## src/ipr_map.vh

```
`ifndef IPR_MAP_VH
`define IPR_MAP_VH
`define IPR_CODE_W        6
`define IPR_OFS_W         6
`define IPR_PRI_W         4
`define IPR_CODE_NONE     6'h3F
`define IPR_CODE_GFXPORT  6'h23
`define IPR_PRI_GFXPORT   4'h5
`define IPR_PRI_INTERNAL  4'h8
`define IPR_OFS_UE        6'h2E
`define IPR_OFS_CE        6'h2F
`define IPR_OFS_BUSERR    6'h30
`define IPR_PKT_BYTES     24
`define IPR_PKT_BEATS     6
`define IPR_BEAT_W        32
`define IPR_PKT_MARK      8'hA5
`define IPR_NUM_INT       3
`define IPR_LVL_SLOTS     64
`endif

```

## src/ipr_code_decode.v

```verilog
`timescale 1ns/10ps
`include "ipr_map.vh"
module ipr_code_decode (
   input  wire [5:0] code_in,
   output reg        valid_out,
   output reg        pulse_out,
   output reg  [5:0] offset_out,
   output reg  [3:0] prio_out
);
   // Source code to mapping offset and priority
   always @* begin
      valid_out  = 1'b1;
      pulse_out  = 1'b0;
      offset_out = 6'h00;
      prio_out   = 4'h0;
      case (code_in)
         6'h07: {offset_out, prio_out} = {6'h00, 4'h7};
         6'h05: {offset_out, prio_out} = {6'h01, 4'h5};
         6'h02: {offset_out, prio_out} = {6'h03, 4'h2};
         6'h0F: {offset_out, prio_out} = {6'h04, 4'h7};
         6'h0D: {offset_out, prio_out} = {6'h05, 4'h5};
         6'h1D: {offset_out, prio_out} = {6'h06, 4'h5};
         6'h0A: {offset_out, prio_out} = {6'h07, 4'h2};
         6'h17: {offset_out, prio_out} = {6'h08, 4'h6};
         6'h38: {offset_out, prio_out} = {6'h09, 4'h5};
         6'h10: {offset_out, prio_out} = {6'h0A, 4'h2};
         6'h12: {offset_out, prio_out} = {6'h0B, 4'h1};
         6'h18: {offset_out, prio_out} = {6'h0C, 4'h6};
         6'h39: {offset_out, prio_out} = {6'h0D, 4'h5};
         6'h00: {offset_out, prio_out} = {6'h0E, 4'h2};
         6'h1A: {offset_out, prio_out} = {6'h0F, 4'h1};
         6'h06: {offset_out, prio_out} = {6'h10, 4'h6};
         6'h04: {offset_out, prio_out} = {6'h11, 4'h4};
         6'h03: {offset_out, prio_out} = {6'h12, 4'h3};
         6'h01: {offset_out, prio_out} = {6'h13, 4'h1};
         6'h0E: {offset_out, prio_out} = {6'h14, 4'h6};
         6'h0C: {offset_out, prio_out} = {6'h15, 4'h4};
         6'h0B: {offset_out, prio_out} = {6'h16, 4'h3};
         6'h09: {offset_out, prio_out} = {6'h17, 4'h1};
         6'h16: {offset_out, prio_out} = {6'h18, 4'h6};
         6'h14: {offset_out, prio_out} = {6'h19, 4'h4};
         6'h13: {offset_out, prio_out} = {6'h1A, 4'h3};
         6'h11: {offset_out, prio_out} = {6'h1B, 4'h1};
         6'h1E: {offset_out, prio_out} = {6'h1C, 4'h6};
         6'h1C: {offset_out, prio_out} = {6'h1D, 4'h4};
         6'h1B: {offset_out, prio_out} = {6'h1E, 4'h3};
         6'h19: {offset_out, prio_out} = {6'h1F, 4'h1};
         6'h20: {offset_out, prio_out} = {6'h20, 4'h3};
         6'h21: {offset_out, prio_out} = {6'h21, 4'h3};
         6'h22: {offset_out, prio_out} = {6'h22, 4'h2};
         6'h24: {offset_out, prio_out} = {6'h23, 4'h8};
         6'h1F: {offset_out, prio_out} = {6'h24, 4'h7};
         6'h25: {offset_out, prio_out} = {6'h25, 4'h8};
         6'h28: {offset_out, prio_out} = {6'h26, 4'h7};
         6'h29: {offset_out, prio_out} = {6'h27, 4'h8};
         6'h2A: {offset_out, prio_out} = {6'h28, 4'h2};
         6'h2B: {offset_out, prio_out} = {6'h29, 4'h4};
         6'h2C: {offset_out, prio_out} = {6'h2A, 4'h4};
         6'h2D: {offset_out, prio_out} = {6'h2B, 4'h7};
         6'h23, 6'h26: begin
            pulse_out = 1'b1;
            prio_out  = `IPR_PRI_GFXPORT;
         end
         default: valid_out = 1'b0;
      endcase
   end
endmodule

```

## src/ipr_router.v

```verilog
`timescale 1ns/10ps
`include "ipr_map.vh"
// What this block does
// - Interrupts reach CPU only as 24-byte packets
// - Level acknowledge interrupts become packets, no wires
// - Source code registered, then synchronised before use
// - Slot pins map to offsets 0x10-0x1F
// - Graphics controller code 0x1A maps offset 0x0F
// - Disk, network, parallel, audio sources mapped
// - Power fail, diskette, spare, keyboard, mouse, serial mapped
// - Internal memory and bus errors fixed offsets
// - Graphics port pulse uses offset register value
// - Code 0x3F means nothing pending, no packet
module ipr_router #(
   parameter BEAT_W = `IPR_BEAT_W
) (
   input  wire              core_clk_in,
   input  wire              nrst_in,
   input  wire [5:0]        source_code_in,
   input  wire              mem_uncorr_err_in,
   input  wire              mem_corr_err_in,
   input  wire              pci_bus_err_in,
   input  wire [5:0]        graphics_offset_register_in,
   input  wire              ack_valid_in,
   input  wire [5:0]        ack_offset_in,
   input  wire              pkt_ready_in,
   output reg               pkt_valid_out,
   output reg               pkt_last_out,
   output reg  [BEAT_W-1:0] pkt_data_out
);
   localparam ST_IDLE = 2'b00;
   localparam ST_SEND = 2'b01;

   reg  [5:0]  code_cap_r;
   reg  [5:0]  code_s1_r;
   reg  [5:0]  code_s2_r;
   reg  [2:0]  err_s1_r;
   reg  [2:0]  err_s2_r;
   reg  [5:0]  gfx_s1_r;
   reg  [5:0]  gfx_s2_r;
   reg  [5:0]  gfx_code_prev_r;
   reg  [63:0] pend_r;
   reg  [63:0] pend_nxt;
   reg  [1:0]  state_r;
   reg  [2:0]  beat_r;
   reg  [5:0]  pkt_ofs_r;
   reg  [3:0]  pkt_pri_r;
   reg         pkt_pulse_r;
   wire        dec_valid;
   wire        dec_pulse;
   wire [5:0]  dec_ofs;
   wire [3:0]  dec_pri;
   reg         sel_ok;
   reg  [5:0]  sel_ofs;
   reg  [3:0]  sel_pri;
   reg         sel_pulse;
   wire        gfx_pulse_evt;
   reg  [5:0]  code_old_r;
   wire        code_steady;
   reg         gfx_hold_r;
   reg  [5:0]  gfx_hold_ofs_r;

   ipr_code_decode u_dec (
      .code_in    (code_s2_r),
      .valid_out  (dec_valid),
      .pulse_out  (dec_pulse),
      .offset_out (dec_ofs),
      .prio_out   (dec_pri)
   );

   // Only beat 0 carries fields; the rest pad to 24 bytes
   function [BEAT_W-1:0] beat_word;
      input [2:0] idx;
      input [5:0] ofs;
      input [3:0] pri;
      input       pls;
      begin
         beat_word = {BEAT_W{1'b0}};
         if (idx == 3'h0)
            beat_word = {`IPR_PKT_MARK, 11'h000, pls, pri, 2'h0, ofs};
      end
   endfunction

   // Code bits may skew across the crossing; use a code once it holds two cycles
   assign code_steady = (code_s2_r == gfx_code_prev_r);
   // Pulse is a steady code newly entering a pulse code
   assign gfx_pulse_evt = dec_valid && dec_pulse && code_steady && (gfx_code_prev_r != code_old_r);

   // Capture code, then two-stage synchronise code, errors and offset value
   always @(posedge core_clk_in) begin
      if (!nrst_in) begin
         code_cap_r      <= `IPR_CODE_NONE;
         code_s1_r       <= `IPR_CODE_NONE;
         code_s2_r       <= `IPR_CODE_NONE;
         gfx_code_prev_r <= `IPR_CODE_NONE;
         code_old_r      <= `IPR_CODE_NONE;
         err_s1_r        <= 3'h0;
         err_s2_r        <= 3'h0;
         gfx_s1_r        <= 6'h00;
         gfx_s2_r        <= 6'h00;
      end else begin
         code_cap_r      <= source_code_in;
         code_s1_r       <= code_cap_r;
         code_s2_r       <= code_s1_r;
         gfx_code_prev_r <= code_s2_r;
         code_old_r      <= gfx_code_prev_r;
         err_s1_r        <= {pci_bus_err_in, mem_corr_err_in, mem_uncorr_err_in};
         err_s2_r        <= err_s1_r;
         gfx_s1_r        <= graphics_offset_register_in;
         gfx_s2_r        <= gfx_s1_r;
      end
   end

   // Keep a graphics pulse until its packet starts; a busy link would drop it
   always @(posedge core_clk_in) begin
      if (!nrst_in) begin
         gfx_hold_r     <= 1'b0;
         gfx_hold_ofs_r <= 6'h00;
      end else if (gfx_pulse_evt) begin
         gfx_hold_r     <= 1'b1;
         gfx_hold_ofs_r <= gfx_s2_r;
      end else if (state_r == ST_IDLE && sel_ok && sel_pulse) begin
         gfx_hold_r     <= 1'b0;
      end
   end

   // Pick next source: internal errors first, then held graphics pulse, then external level
   always @* begin
      sel_ok    = 1'b0;
      sel_ofs   = 6'h00;
      sel_pri   = 4'h0;
      sel_pulse = 1'b0;
      if (err_s2_r[0] && !pend_r[`IPR_OFS_UE]) begin
         sel_ok  = 1'b1;
         sel_ofs = `IPR_OFS_UE;
         sel_pri = `IPR_PRI_INTERNAL;
      end else if (err_s2_r[1] && !pend_r[`IPR_OFS_CE]) begin
         sel_ok  = 1'b1;
         sel_ofs = `IPR_OFS_CE;
         sel_pri = `IPR_PRI_INTERNAL;
      end else if (err_s2_r[2] && !pend_r[`IPR_OFS_BUSERR]) begin
         sel_ok  = 1'b1;
         sel_ofs = `IPR_OFS_BUSERR;
         sel_pri = `IPR_PRI_INTERNAL;
      end else if (gfx_hold_r) begin
         sel_ok    = 1'b1;
         sel_ofs   = gfx_hold_ofs_r;
         sel_pri   = `IPR_PRI_GFXPORT;
         sel_pulse = 1'b1;
      end else if (code_steady && dec_valid && !dec_pulse && !pend_r[dec_ofs]) begin
         sel_ok  = 1'b1;
         sel_ofs = dec_ofs;
         sel_pri = dec_pri;
      end
   end

   // Pending set when a level packet starts, cleared by acknowledge
   always @* begin
      pend_nxt = pend_r;
      if (ack_valid_in)
         pend_nxt[ack_offset_in] = 1'b0;
      if (state_r == ST_IDLE && sel_ok && !sel_pulse)
         pend_nxt[sel_ofs] = 1'b1;
   end

   // Six 32-bit beats form one 24-byte packet write
   always @(posedge core_clk_in) begin
      if (!nrst_in) begin
         pend_r        <= 64'h0000000000000000;
         state_r       <= ST_IDLE;
         beat_r        <= 3'h0;
         pkt_ofs_r     <= 6'h00;
         pkt_pri_r     <= 4'h0;
         pkt_pulse_r   <= 1'b0;
         pkt_valid_out <= 1'b0;
         pkt_last_out  <= 1'b0;
         pkt_data_out  <= {BEAT_W{1'b0}};
      end else begin
         pend_r <= pend_nxt;
         case (state_r)
            ST_IDLE: begin
               // Beat 0 goes out as soon as a source wins
               if (sel_ok) begin
                  state_r       <= ST_SEND;
                  beat_r        <= 3'h0;
                  pkt_ofs_r     <= sel_ofs;
                  pkt_pri_r     <= sel_pri;
                  pkt_pulse_r   <= sel_pulse;
                  pkt_valid_out <= 1'b1;
                  pkt_last_out  <= 1'b0;
                  pkt_data_out  <= beat_word(3'h0, sel_ofs, sel_pri, sel_pulse);
               end
            end
            ST_SEND: begin
               // Each beat stands until ready is seen
               if (pkt_ready_in) begin
                  if (beat_r == (`IPR_PKT_BEATS - 1)) begin
                     state_r       <= ST_IDLE;
                     pkt_valid_out <= 1'b0;
                     pkt_last_out  <= 1'b0;
                     pkt_data_out  <= {BEAT_W{1'b0}};
                  end else begin
                     beat_r       <= beat_r + 3'h1;
                     pkt_last_out <= (beat_r == (`IPR_PKT_BEATS - 2));
                     pkt_data_out <= beat_word(beat_r + 3'h1, pkt_ofs_r, pkt_pri_r, pkt_pulse_r);
                  end
               end
            end
            default: begin
               // Unknown state: abandon the packet and idle
               state_r       <= ST_IDLE;
               pkt_valid_out <= 1'b0;
               pkt_last_out  <= 1'b0;
               pkt_data_out  <= {BEAT_W{1'b0}};
            end
         endcase
      end
   end
endmodule

```

## config.mk

```make
export PLATFORM = sky130hd
export DESIGN_NAME = ipr_router
export DESIGN_NICKNAME = d
export VERILOG_FILES = /design/src/ipr_code_decode.v /design/src/ipr_router.v
export VERILOG_INCLUDE_DIRS = /design/src
export SDC_FILE = /design/constraint.sdc
export NUM_CORES = 1
export LEC_CHECK = 0
export BUFFER_PORTS_ARGS = -buffer_cell sky130_fd_sc_hd__buf_2
export CORE_ASPECT_RATIO = 0.6
export CORE_MARGIN = 2
export CORE_UTILIZATION = 60
export CTS_BUF_LIST = sky130_fd_sc_hd__clkbuf_16
export DETAILED_ROUTE_END_ITERATION = 12
export HOLD_SLACK_MARGIN = 0.03
export PLACE_DENSITY = 0.8
export SETUP_SLACK_MARGIN = 0.3
export SYNTH_ARGS = -nofsm -noshare
export SYNTH_HDL_FRONTEND = slang
export SYNTH_HIERARCHICAL = 1
export SYNTH_SLANG_ARGS = --single-unit
```

## constraint.sdc

```tcl
create_clock -name core_clk_in -period 6.3 [get_ports core_clk_in]
set_clock_uncertainty 0.2 [all_clocks]
set_input_delay 0.945 -clock core_clk_in [delete_from_list [all_inputs] [get_ports core_clk_in]]
set_output_delay 0.945 -clock core_clk_in [all_outputs]
set_load 0.02 [all_outputs]
```

==> metrics <==
Area after DPL=7295 µm²; R2R depth=13; async set or reset register ratio after synthesis=0%; CP top delay family=compound AO/OA/AOI/OAI gates; DR vias=6565; Starting DRT DRC Count=between 900 and 1000; GRT overflow=0; drt pass-1 iters=9; Ant. Diodes=0; crit path kind=flop to flop; Pins Over Slew Limit=0; TritonCTS Sinks=147; RR Endpoint=pend_r[59]; hold path cells=1; slew margin rel.=22.57%; Buf+Inv Stages, Crit Path=1; post-CTS sizing=0; status=finished, final reports clean; Post-CTS Setup Inserts=0; VDD IR max=189.3 µV; Crit Reg-Reg Startpoint=code_s2_r[4]; Placer Congestion=1.068; clk slew on worst S/H paths=~0.07 ns; Starting Density=62.38%; number of setup violations in the final report=0; final routed DRC violation total=0; Hold Path End=code_s1_r[1]; Max Freq=182.1 MHz; Mapped Area=7142 µm²; Clock Path Buffers=2; vias in the first global route=5774; unrepaired setup endpoints after global routing=no; hpwl dp=between 10000 and 15000 µm; Die X=144.9 µm; Routed WL per cell=20.66 µm; CP cell instances=nand2b_1 -> o21ai_0 -> a32oi_1 -> o32ai_2 -> buf_4 -> nor2_1 -> a22oi_1 -> a211oi_1 -> nor4_4 -> a211oi_4 -> a22o_1 -> nand4_1 -> o22ai_1; CP Launch Type=flop; maxcap violations=0; post-layout instance area=7889 µm²; worst hold start=code_cap_r[1]; H-tree depth=4; Final ANT Viol Nets=0; final wirelength=between 20000 and 25000 µm; sequential area share after synthesis=41.21%; leakage=0.002778 µW; layout cells sized above 1=between 10 and 15%; Core Area=about 11000 µm²; Post-CTS Hold Fix Bufs=0; total negative slack=0 ns; CP max FO=22; Crit-path slowest cell=dfxtp_1; Slew @ Worst Pin=1.158 ns; Root Driver=clkbuf_16; number of synthesized register bits=147; crit path DAT=5.63 ns; Netlist cell types=75; PD cells=276.1 nW/µm²; Final nets=835; Cell Rows=30; largest net degree at the start of global routing=61; number of port buffers=41; Worst path max stage delay=0.80 ns; Syn-to-layout area delta=10.46%; Worst R2R Setup Slack=0.81 ns; initial antenna violation count=0; ys flop type=dfxtp_1; Req. time, crit path=6.44 ns; first-pass GRT wire length=31640 µm; Die Span Y=between 80 and 90 µm; crit path time final=5.492 ns; part of the cycle the worst path needs=87.18%; worst skew pair latency=0.43 ns; commonest non-fill, non-tap cell in the layout=dfxtp_1; Final Hold Viols=0; TritonCTS clock tree=done; synthesized area per cell=~9 µm²; most frequent cells in the layout=147 x dfxtp_1, 81 x o21ai_0, 54 x nand2_1, 42 x nand2b_1, 41 x buf_2; # IOs=59; Syn Inst Count=796; Ys Warns=6; total clock buffers created by CTS=17; Via density=~6.7; Hold Path Class=flop to flop; DIE AREA=12820 µm²; global-route usage over all layers=32.48%; number of synthesized flops with an enable pin=0; nature of the critical path endpoint=flop; Layout Utilization=slightly below 70%
Yosys cell counts, drive strengths merged, types with 14 or more instances:
master  number  area (µm²)
o22ai       26       168.9
dfxtp      147        2943
o21ai       81       405.4
inv         14       52.55
and2        23       143.9
nand2       54       202.7
clkbuf      35       131.4
o211ai      32       245.2
a21oi       30       150.1
a31oi       14       93.84
nand2b      42       262.8
nor2        31       116.4
buf         42       285.3
nand3       21       105.1
mux2i       27       270.3
layer usage:
| metal | share of wire, % | GRT usage [%] |
|---|---|---|
| met1 | 43 | 47.21 |
| met2 | 40 | 44.64 |
| met3 | 15 | 11.74 |
| met4 | 2.3 | 10.59 |
| met5 | 0 | 0 |
stage by stage:
stage	hold WS (ns)	cells	setup WS (ns)	power (µW)
global placement	0.1887	947	1.291	1171
floorplan	0.1863	812	2.192	1135
CTS	0.2106	979	1.038	2174
detailed placement	0.1952	947	1.075	1177
global route	0.2264	979	0.5334	2239
finish	0.2074	979	0.8080	2178
area by class of cell:
type	count	area (µm²)
multi-input combinational	573	3807
fill	869	3560
sequential	147	2943
clock buffer	17	425.4
timing repair buffer	52	287.8
tap	160	200.2
clock inverter	15	168.9
inverter	15	56.30
sequential cells by signal, summed over array words and instances (netlist names):
signal and count:
code_s1_r 6, gfx_hold_ofs_r 6, code_s2_r 6, pkt_valid_out 1
gfx_code_prev_r 6, pkt_pri_r 4, beat_r 3, gfx_s1_r 6
code_old_r 6, err_s2_r 3, pkt_ofs_r 6, pkt_data_out 12
code_cap_r 6, err_s1_r 3, pend_r 64, gfx_s2_r 6
pkt_last_out 1, gfx_hold_r 1, pkt_pulse_r 1
kinds of logic after synthesis:
| kind of cell | Yosys count | share of synthesized area [%] |
|---|---|---|
| AO/OA/AOI/OAI | 266 | 25.37 |
| AND/OR/NAND/NOR | 237 | 18.24 |
| flip-flops | 147 | 41.21 |
| buffers and inverters | 92 | 6.622 |
| multiplexers | 35 | 5.992 |
| XOR/XNOR | 14 | 1.822 |
| adder cells (fa/ha/maj) | 4 | 0.7008 |
| other | 1 | 0.05251 |
where the power goes:
part	switching (µW)	total (µW)	internal, µW
logic	131	191	59.3
registers	18.3	972	954
clock network	452	1020	563
worst max path at each step:
stage	endpoint	start	depth (start not counted)
3_5_place_dp	pend_r[59]	code_s2_r[3]	12
4_1_cts	pend_r[13]	code_s2_r[4]	12
2_1_floorplan	pend_r[23]	code_s2_r[3]	16
3_3_place_gp	pkt_last_out	code_s2_r[4]	12
6_report	pend_r[59]	code_s2_r[4]	13
5_1_grt	pkt_data_out[2]	code_s2_r[0]	13
(Power assumes the default switching activity.)
